[src/common/adc_out_pkg.sv]
//------------------------------------------------------------------------
//------------------------------------------------------------------------
package adc_out_pkg;

    // word and buffer geometry
    localparam int WORD_W     = 8;
    localparam int FIFO_DEPTH = 4;

    // timing counts in input clock falling edges
    localparam logic [7:0]  CAL_REQ_TICKS   = 8'h50;
    localparam logic [15:0] POWERON_DLY     = 16'h0400;
    localparam logic [15:0] CAL_RUN_LEN     = 16'h0800;

    // synchronised pin vector positions and reset value
    localparam int PIN_SCLK  = 0;
    localparam int PIN_DOWN  = 1;
    localparam int PIN_EDGE  = 2;
    localparam int PIN_SWING = 3;
    localparam int PIN_DDR   = 4;
    localparam int PIN_CAL   = 5;
    localparam int PIN_N     = 6;
    localparam logic [5:0] PIN_SYNC_RST = 6'h02;

    // calibration sequencer states
    typedef enum logic [1:0] {
        CAL_HOLD,
        CAL_DELAY,
        CAL_RUN,
        CAL_IDLE
    } cal_state_t;

    // one even/odd pair of output words
    typedef struct packed {
        logic [WORD_W-1:0] even;
        logic [WORD_W-1:0] odd;
    } pair_t;

endpackage : adc_out_pkg

[src/hw/adc_output_demux_powerdown_ctrl.sv]
//------------------------------------------------------------------------
// pair buffer
//------------------------------------------------------------------------
module adc_pair_fifo #(
    parameter int WIDTH = 16,
    parameter int DEPTH = 4
) (
    // clock and reset
    input  wire logic             clk_sys,
    input  wire logic             rst,
    input  wire logic             ce,
    input  wire logic             flush,
    // fill side
    input  wire logic             in_valid,
    output logic                  in_ready,
    input  wire logic [WIDTH-1:0] in_data,
    // drain side
    output logic                  out_valid,
    input  wire logic             out_ready,
    output logic [WIDTH-1:0]      out_data
);
    localparam int AW = $clog2(DEPTH);

    typedef struct packed {
        logic [DEPTH-1:0][WIDTH-1:0] mem;
        logic [AW:0]                 wr;
        logic [AW:0]                 rd;
    } fifo_state_t;

    fifo_state_t s;
    fifo_state_t next_s;
    logic        full;
    logic        empty;

    // flags from pointer distance
    assign empty     = (s.wr == s.rd);
    assign full      = (s.wr[AW-1:0] == s.rd[AW-1:0]) && (s.wr[AW] != s.rd[AW]);
    assign in_ready  = !full;
    assign out_valid = !empty;
    assign out_data  = s.mem[s.rd[AW-1:0]];

    // pointer and storage update
    always_comb begin
        next_s = s;
        if (in_valid && !full) begin
            next_s.mem[s.wr[AW-1:0]] = in_data;
            next_s.wr = s.wr + 1'b1;
        end
        if (out_ready && !empty) begin
            next_s.rd = s.rd + 1'b1;
        end
        if (flush) begin
            next_s.rd = next_s.wr;
        end
    end

    always_ff @(posedge clk_sys or posedge rst) begin
        if (rst) begin
            s <= '0;
        end else if (ce) begin
            s <= next_s;
        end
    end

endmodule : adc_pair_fifo

//------------------------------------------------------------------------
// output demux, latch clock and power-down control
//------------------------------------------------------------------------
module adc_output_demux_powerdown_ctrl #(
    parameter logic [15:0] POWERON_TICKS = adc_out_pkg::POWERON_DLY,
    parameter logic [15:0] CAL_TICKS     = adc_out_pkg::CAL_RUN_LEN,
    parameter int          DEPTH         = adc_out_pkg::FIFO_DEPTH
) (
    // clock, reset, enable
    input  wire logic       clk_sys,
    input  wire logic       rst,
    input  wire logic       ce,
    // pins from outside
    input  wire logic       sample_clk,
    input  wire logic       power_down_input,
    input  wire logic       output_edge_select,
    input  wire logic       output_swing_select,
    input  wire logic       ddr_select,
    input  wire logic       cal_request,
    // conversion result from the core, signed
    input  wire logic [7:0] conv_data,
    output logic            conv_ready,
    // output buses
    output logic [7:0]      bus_even_p,
    output logic [7:0]      bus_even_n,
    output logic [7:0]      bus_odd_p,
    output logic [7:0]      bus_odd_n,
    output logic            data_oe,
    // latch clock pair
    output logic            output_latch_clock_p,
    output logic            output_latch_clock_n,
    // status and analog controls
    output logic            calibration_active,
    output logic            strong_drive,
    output logic            analog_enable
);
    typedef struct packed {
        logic [adc_out_pkg::PIN_N-1:0] sync1;
        logic [adc_out_pkg::PIN_N-1:0] sync2;
        logic                          sclk_d;
        adc_out_pkg::cal_state_t       cal;
        logic [15:0]                   cnt;
        logic [7:0]                    low_cnt;
        logic [7:0]                    high_cnt;
        logic                          clock_seen;
        logic                          odd_phase;
        logic [7:0]                    even_word;
        logic                          lclk;
        logic                          ddr_div;
        logic                          down_active;
        adc_out_pkg::pair_t            bus;
    } state_t;

    state_t             s;
    state_t             next_s;
    logic               tick;
    logic               down_s;
    logic               edge_s;
    logic               ddr_s;
    logic               cal_s;
    logic [7:0]         code;
    logic               push;
    logic               toggle;
    logic               change;
    logic               pop_valid;
    adc_out_pkg::pair_t pop_data;

    // synchronised pin views and falling edge of the input clock
    assign tick   = s.sclk_d && !s.sync2[adc_out_pkg::PIN_SCLK];
    assign down_s = s.sync2[adc_out_pkg::PIN_DOWN];
    assign edge_s = s.sync2[adc_out_pkg::PIN_EDGE];
    assign ddr_s  = s.sync2[adc_out_pkg::PIN_DDR];
    assign cal_s  = s.sync2[adc_out_pkg::PIN_CAL];

    // offset binary from two's complement core result
    assign code = {~conv_data[7], conv_data[6:0]};

    // pair is complete on the odd edge
    assign push = tick && s.odd_phase && !s.down_active;

    // latch clock halts during calibration and power down
    assign toggle = tick && (s.cal != adc_out_pkg::CAL_RUN) && !s.down_active
                    && (!ddr_s || s.ddr_div);
    // data moves on every edge in ddr, chosen edge otherwise
    assign change = toggle && (ddr_s || (!s.lclk == edge_s));

    adc_pair_fifo #(
        .WIDTH ($bits(adc_out_pkg::pair_t)),
        .DEPTH (DEPTH)
    ) u_fifo (
        .clk_sys   (clk_sys),
        .rst       (rst),
        .ce        (ce),
        .flush     (s.down_active),
        .in_valid  (push),
        .in_ready  (conv_ready),
        .in_data   ({s.even_word, code}),
        .out_valid (pop_valid),
        .out_ready (change),
        .out_data  (pop_data)
    );

    // sequencing of sync, calibration and output words
    always_comb begin
        next_s = s;
        next_s.sync1  = {cal_request, ddr_select, output_swing_select,
                         output_edge_select, power_down_input, sample_clk};
        next_s.sync2  = s.sync1;
        next_s.sclk_d = s.sync2[adc_out_pkg::PIN_SCLK];
        if (tick) begin
            next_s.clock_seen = 1'b1;
        end
        // even/odd alternation of conversions
        if (tick && !s.down_active) begin
            next_s.odd_phase = !s.odd_phase;
            if (!s.odd_phase) begin
                next_s.even_word = code;
            end
        end
        if (toggle) begin
            next_s.lclk    = !s.lclk;
            next_s.ddr_div = 1'b0;
        end else if (tick && ddr_s) begin
            next_s.ddr_div = 1'b1;
        end
        if (change && pop_valid) begin
            next_s.bus = pop_data;
        end
        // power down waits for a running calibration
        next_s.down_active = down_s
                             && (s.cal != adc_out_pkg::CAL_RUN);
        if (s.down_active) begin
            next_s.odd_phase = 1'b0;
        end
        // calibration sequencer
        case (s.cal)
            adc_out_pkg::CAL_HOLD: begin
                if (!down_s) begin
                    next_s.cal = adc_out_pkg::CAL_DELAY;
                    next_s.cnt = '0;
                end
            end
            adc_out_pkg::CAL_DELAY: begin
                if (down_s) begin
                    next_s.cal = adc_out_pkg::CAL_HOLD;
                end else if (tick) begin
                    next_s.cnt = s.cnt + 16'h0001;
                    if (s.cnt + 16'h0001 >= POWERON_TICKS) begin
                        next_s.cal = adc_out_pkg::CAL_RUN;
                        next_s.cnt = '0;
                    end
                end
            end
            adc_out_pkg::CAL_RUN: begin
                if (tick) begin
                    next_s.cnt = s.cnt + 16'h0001;
                    if (s.cnt + 16'h0001 >= CAL_TICKS) begin
                        next_s.cal = adc_out_pkg::CAL_IDLE;
                        next_s.cnt = '0;
                    end
                end
            end
            adc_out_pkg::CAL_IDLE: begin
                if (s.down_active || down_s) begin
                    next_s.low_cnt  = '0;
                    next_s.high_cnt = '0;
                end else if (tick && !cal_s) begin
                    next_s.high_cnt = '0;
                    if (s.low_cnt < adc_out_pkg::CAL_REQ_TICKS) begin
                        next_s.low_cnt = s.low_cnt + 8'h01;
                    end
                end else if (tick && s.low_cnt >= adc_out_pkg::CAL_REQ_TICKS)
                begin
                    next_s.high_cnt = s.high_cnt + 8'h01;
                    if (s.high_cnt + 8'h01 >= adc_out_pkg::CAL_REQ_TICKS) begin
                        next_s.cal      = adc_out_pkg::CAL_RUN;
                        next_s.low_cnt  = '0;
                        next_s.high_cnt = '0;
                        next_s.cnt      = '0;
                    end
                end
            end
            default: begin
                next_s.cal = adc_out_pkg::CAL_HOLD;
            end
        endcase
    end

    always_ff @(posedge clk_sys or posedge rst) begin
        if (rst) begin
            s             <= '0;
            s.sync1       <= adc_out_pkg::PIN_SYNC_RST;
            s.sync2       <= adc_out_pkg::PIN_SYNC_RST;
            s.cal         <= adc_out_pkg::CAL_HOLD;
            s.down_active <= 1'b1;
        end else if (ce) begin
            s <= next_s;
        end
    end

    // pin drivers
    assign bus_even_p           = s.bus.even;
    assign bus_even_n           = ~s.bus.even;
    assign bus_odd_p            = s.bus.odd;
    assign bus_odd_n            = ~s.bus.odd;
    assign data_oe              = !s.down_active;
    assign output_latch_clock_p = s.lclk;
    assign output_latch_clock_n = !s.lclk;
    assign calibration_active   = (s.cal == adc_out_pkg::CAL_RUN);
    assign strong_drive         = s.sync2[adc_out_pkg::PIN_SWING];
    assign analog_enable        = s.clock_seen && !s.down_active;
endmodule : adc_output_demux_powerdown_ctrl

[config.mk]
export PLATFORM = sky130hd
export DESIGN_NAME = adc_output_demux_powerdown_ctrl
export DESIGN_NICKNAME = d
export VERILOG_FILES = /design/src/common/adc_out_pkg.sv /design/src/hw/adc_output_demux_powerdown_ctrl.sv
export SDC_FILE = /design/constraint.sdc
export NUM_CORES = 1
export LEC_CHECK = 0
export BUFFER_PORTS_ARGS = -buffer_cell sky130_fd_sc_hd__buf_2
export CORE_MARGIN = 8
export CORE_UTILIZATION = 60
export CTS_CLUSTER_DIAMETER = 120
export DETAILED_ROUTE_END_ITERATION = 7
export PLACE_DENSITY = 0.81
export SYNTH_ARGS = -nofsm -noshare
export SYNTH_HDL_FRONTEND = slang
export SYNTH_SLANG_ARGS = --single-unit
[constraint.sdc]
create_clock -name clk_sys -period 4.8 [get_ports clk_sys]
set_input_delay 0.48 -clock clk_sys [delete_from_list [all_inputs] [get_ports clk_sys]]
set_output_delay 0.48 -clock clk_sys [all_outputs]
set_load 0.05 [all_outputs]
* Word-level counts from Yosys, hierarchy flattened *
Cells that the tools add are included.
Widths: inputs -> output; s select.

storage, ports and cells
  bits in latches = 0
  ROM bits = 0
  bits in writable memories = 0
  register bits after elaboration = 146
  memories kept = 0
  output and inout bits = 39
  word-level logic and storage cells = 132

operators by class
  equality and inequality tests = 20
  muxes and demuxes = 28
  $add $sub $neg = 5
  bitwise operators = 4
  magnitude comparators = 8
  div/mod/pow operators = 0
  reduce and logical (&&, ||, !) cells = 46
  shift-type cells = 0
  multipliers = 0

operators with widths
  cell                   number
  $mux 18                7
  $mux 16                5
  $pmux 18 s4            1
  $mux 34                2
  $bwmux 64              1
  $bmux 16 s2            1
  $demux 16 s2           1
  $logic_and 1x1->1      17
  $add 16x1->16 const B  1
  $add 8x1->8 const B    2
  $ge 16x11->1 const B   1
  $ge 16x12->1 const B   1
  $ge 8x7->1 const B     2
  $mux 8                 2
  $ne 2x2->1 const B     8
  $not 8->8              2
  $reduce_and 2->1       7
  $reduce_and 10->1      1
  $mux 3                 3
  $mux 9                 1
  $reduce_and 9->1       1
  $logic_not 1->1        8
  $lt 8x7->1 const B     1
  $add 3x1->3 const B    2
  20 further kinds       33

* Depth between registers and ports, before layout *
  word-level depth = 9
  mapped depth = 8

* Cells and area by module *
Synthesis repeated with hierarchy kept, for this count alone.

unflattened totals
  cell total of the unflattened synthesis = 610
  area total of the unflattened synthesis = 7287.0 µm²

by module, submodules not included
  module                           times used  area each (µm²)  sequential area each (µm²)  cells an instance
  adc_output_demux_powerdown_ctrl  1           3804.9           1905.6                      393
  adc_pair_fifo                    1           3482.1           1751.7                      217

* Worst setup path before layout *
OpenSTA, ideal clock, no wires.

  path kind = flip-flop to flip-flop
  start point = register s[29] in the netlist's numbering
  end point = register s[49] in the netlist's numbering
  arrival = 2.213 ns
  path buffers = 1
  path slack = 2.496 ns
  cell stages (with the launch flop) = 9
  period minus slack after synthesis = 2.304 ns
  data required time = 4.708 ns
  cell sequence = dfrtp_1 -> ha_1 -> and3_1 -> a311oi_1 -> a2bb2oi_2 -> o221ai_2 -> nand2b_2 -> buf_6 -> o31ai_2

between the ends
  longest elaborated chain between the ends = 4

ends and longest elaborated chain
  element                     line                                    source
  start, declared             adc_output_demux_powerdown_ctrl.sv:120  state_t s;
  start signal, assigned      adc_output_demux_powerdown_ctrl.sv:263  s <= next_s;
  $add 8x1->8                 adc_output_demux_powerdown_ctrl.sv:241  if (s.high_cnt + 8'h01 >= adc_out_pkg::CAL_REQ_TICKS) begin
  $ge 8x7->1                  adc_output_demux_powerdown_ctrl.sv:241
  $ne 2x2->1 (no line)        n/a
  $reduce_and 9->1 (no line)  n/a

No other way between the ends.
A chain may end at the register's enable or synchronous reset.

* Worst setup path after layout *
Same ends and word-level chain as after synthesis.

==> key figures <==
Placed design
  – Routability-driven placement congestion ratio: 0.816
  – Final HPWL DP: 9230 um
  – Standard cell area after detailed placement: 0.00721 mm2
  – Number of buffers added on ports: 55

Synthesis
  – Number of library cell types mapped by synthesis: 66
  – Per-instance average area after synthesis: about 12 um2
  – Warnings from Yosys: 0
  – Post-synth EDFFs: 0
  – Fraction of synthesis flops using an asynchronous set or reset pin: 1.00
  – Sequential share of the synthesized area: 0.526
  – Yosys reg bits: between 100 and 150
  – Syn_nets: 611
  – Number of cells produced by synthesis: 584
  – Main synth FF type: dfrtp_1
  – Post-synth design cell area: 0.00695 mm2

STA
  – Final number of max-transition violations: 0
  – RSZ-0062 raised after global routing: no
  – Final hold violation count: 0
  – Hold_ws: around 0.28 ns
  – Peak clock frequency supported by timing: between 0.3 and 0.4 GHz
  – Share of the clock period used by the worst path: 0.605
  – Clock period minus worst slack: 2.91 ns
  – Worst Max-Slew Pin Slew: 0.976 ns
  – Setup violators final: 0
  – Remaining max-slew budget at the tightest pin: 0.349
  – Worst setup skew after layout: 0.00690 ns
  – Setup tns final: 0 ns

Setup path
  – Largest fanout of any net on the critical path: 17
  – Slowest stage cell on the critical path: dfrtp_1
  – CP startpoint kind: flip-flop
  – Worst R2R Start: s[29]
  – Critical path cell sequence: ha_1 -> and3_1 -> a311oi_1 -> a2bb2oi_2 -> o221ai_2 -> nand2b_2 -> o31ai_2
  – Endpoint kind of the worst setup timing path: flip-flop
  – Required time at the endpoint of the critical path: 5.12 ns
  – Crit-path leading delay family: compound AO/OA/AOI/OAI gates
  – Critical path's largest stage delay: ~0.43 ns
  – Start-to-end type of the worst setup path: flip-flop to flip-flop
  – Number of buffers and inverters on the critical path: 0
  – Critical Path Start: s[29]
  – Arrival time worst endpoint: 3.23 ns

Clock tree
  – CTS tree: yes
  – H-tree depth reported by CTS: 4
  – Post CTS Setup Buffer Count: 0
  – Clock latency of the later-clocked register in the worst-skew pair: 0.41 ns
  – Post-cts sizing count: 0
  – Register clock-pin slew on the reported worst setup and hold paths: 0.06 ns
  – CTS hold repair buffers: 0
  – Number of clock sinks: 146
  – CTS Buf Count: 17
  – Clk Tree Root Cell: clkbuf_16
  – Longest Clk Path Bufs: 2

Final layout
  – Most common library cell in the layout ignoring fill and taps: dfrtp_1
  – Area added between synthesis and finish: 12.6%
  – Layout fillers: a little under 800
  – Leading cell types in the layout, fill and taps excluded: 143 x dfrtp_1, 77 x mux2_2, 55 x buf_2
  – Count of nets after finishing: 649
  – # diodes: 0
  – Layout cells sized above 1: 0.309
  – Final std cell area, no fill: a little under 0.008 mm2

Routing
  – First-iteration detailed-routing DRC count: a little under 300
  – Number of vias per cell after detailed routing: between 6 and 7
  – Number of antenna-violating nets in the routed design: 0
  – Via Count: 4675
  – Detailed-router iteration count before antenna repair: 5
  – Drt total wl: 14000 um
  – DRC errors left: 0
  – Post-DR wirelength/cell: between 15 and 20 um

Floorplanning
  – Die Ht: 124 um
  – Placement Rows: 39
  – IO Pins: between 50 and 60
  – Core Box Area: between 0.01 and 0.015 mm2
  – Width of the die: 124 um
  – Initial Utilization: 0.611
  – Die outline area: 0.0153 mm2

Global route
  – Vias in the first global route: 4964
  – Remaining global-route overflow: 0
  – Wire length of the first global-routing pass: 24000 um
  – Largest net degree at the start of global routing: 112
  – Global-route usage over all layers: 0.199
  – Number of antenna violations at the first check in global routing: 0

Job
  – Max-cap check violation count: 0

Power
  – Leakage power figure: 3.56 nW
  – Power density over the cells: 604 mW/mm2
  – Worst supply voltage drop on vdd: 0.481 mV

Status
  – Run status: finished clean

Min path
  – Type of the most critical hold path: input pin to asynchronous set/reset pin
[layer usage]
metal | part of all wire | GRT usage | vias up
met5 | 0 | 0 | -
met1 | 0.41 | 0.236 | 2384
met4 | 0.013 | 0.0685 | 0
li1 | - | - | 2166
met2 | 0.53 | 0.349 | 108
met3 | 0.047 | 0.0462 | 17
[report_power, final]
part / leakage (nW) / switching, mW / internal (mW) / total (mW)
clock network: 0.300 / 0.490 / 0.895 / 1.38
registers: 1.90 / 0.278 / 1.58 / 1.86
logic: 1.36 / 0.951 / 0.531 / 1.48
total: 3.56 / 1.72 / 3.01 / 4.72
[worst reg2reg max path: stages (launching register included)]
cell       delay [ns]
dfrtp_1          0.43
ha_1             0.29
and3_1           0.25
a311oi_1         0.35
a2bb2oi_2        0.40
o221ai_2         0.39
nand2b_2         0.43
o31ai_2          0.27
[cells in the mapped netlist (3+ instances only)]
master | count | share of area
inv_1 | 32 | 0.017
o31ai_1 | 8 | 0.0086
xnor2_1 | 4 | 0.0050
o21ai_1 | 10 | 0.0072
mux2_2 | 77 | 0.12
ha_1 | 10 | 0.018
nor3_1 | 6 | 0.0043
mux2_1 | 3 | 0.0049
nor3b_1 | 3 | 0.0032
nand2_1 | 44 | 0.024
dfrtp_1 | 143 | 0.51
nor2_1 | 18 | 0.0097
a22oi_1 | 4 | 0.0043
dfstp_2 | 3 | 0.011
buf_4 | 17 | 0.018
clkbuf_1 | 13 | 0.0070
a21oi_1 | 15 | 0.011
nand4_1 | 4 | 0.0036
a31oi_1 | 3 | 0.0027
nand2b_1 | 8 | 0.0072
o22ai_1 | 7 | 0.0063
a311oi_1 | 3 | 0.0038
mux4_2 | 16 | 0.052
buf_2 | 7 | 0.0050
xor2_1 | 4 | 0.0050
nand3_1 | 13 | 0.0094
and2_1 | 11 | 0.0099
o21ai_0 | 42 | 0.030
nor2b_1 | 5 | 0.0045
or3_1 | 6 | 0.0054
[cell families (layout without fill, tap and decap cells)]
group | count (synthesis) | count (layout) | synth area share
AND/OR/NAND/NOR | 132 | 132 | 0.0987
multiplexers | 98 | 98 | 0.184
adder cells (fa/ha/maj) | 10 | 10 | 0.0180
AO/OA/AOI/OAI | 119 | 119 | 0.113
buffers and inverters | 71 | 121 | 0.0499
XOR/XNOR | 8 | 8 | 0.0101
flip-flops | 146 | 146 | 0.526
[registers in the layout, indices dropped and copies added, names as in the netlist]
name and count:
s 47, bus_odd_p 8, bus_even_p 8, strong_drive 1, cal_s 1, output_latch_clock_p 1, u_fifo.s 70, edge_s 1
down_s 1, next_s 7, ddr_s 1
[area by class of cell]
type	count	area (um2)	share of cell area
tap	143	179	0.0229
inverter	32	125	0.0160
timing repair buffer	58	298	0.0380
clock buffer	22	464	0.0593
clock inverter	9	155	0.0198
sequential	146	3660	0.467
multi-input combinational	367	2950	0.377
[metrics by stage]
stage | power, mW | setup slack [ns] | util | cells
after floorplan | 3.08 | 0.402 | - | 584
after global placement | 3.29 | 1.99 | 0.634 | 746
after detailed placement | 3.36 | 1.91 | 0.634 | 746
after CTS | 4.76 | 1.91 | 0.688 | 777
after global routing | 4.95 | 1.68 | 0.688 | 777
final | 4.72 | 1.89 | 0.688 | 777
[final timing paths]
path / depth (start not counted) / endpoint / slack [ns]
max: 7 / s[49] / 1.89
min: 2 / s[17] / 0.28
max reg2reg: 7 / s[49] / 1.89
min reg2reg: 1 / s[28] / 0.47
max in group asynchronous: 3 / u_fifo.s[59] / 3.45
min in group clk_sys: 2 / next_s[67] / 0.31
(Power assumes the default switching activity.)
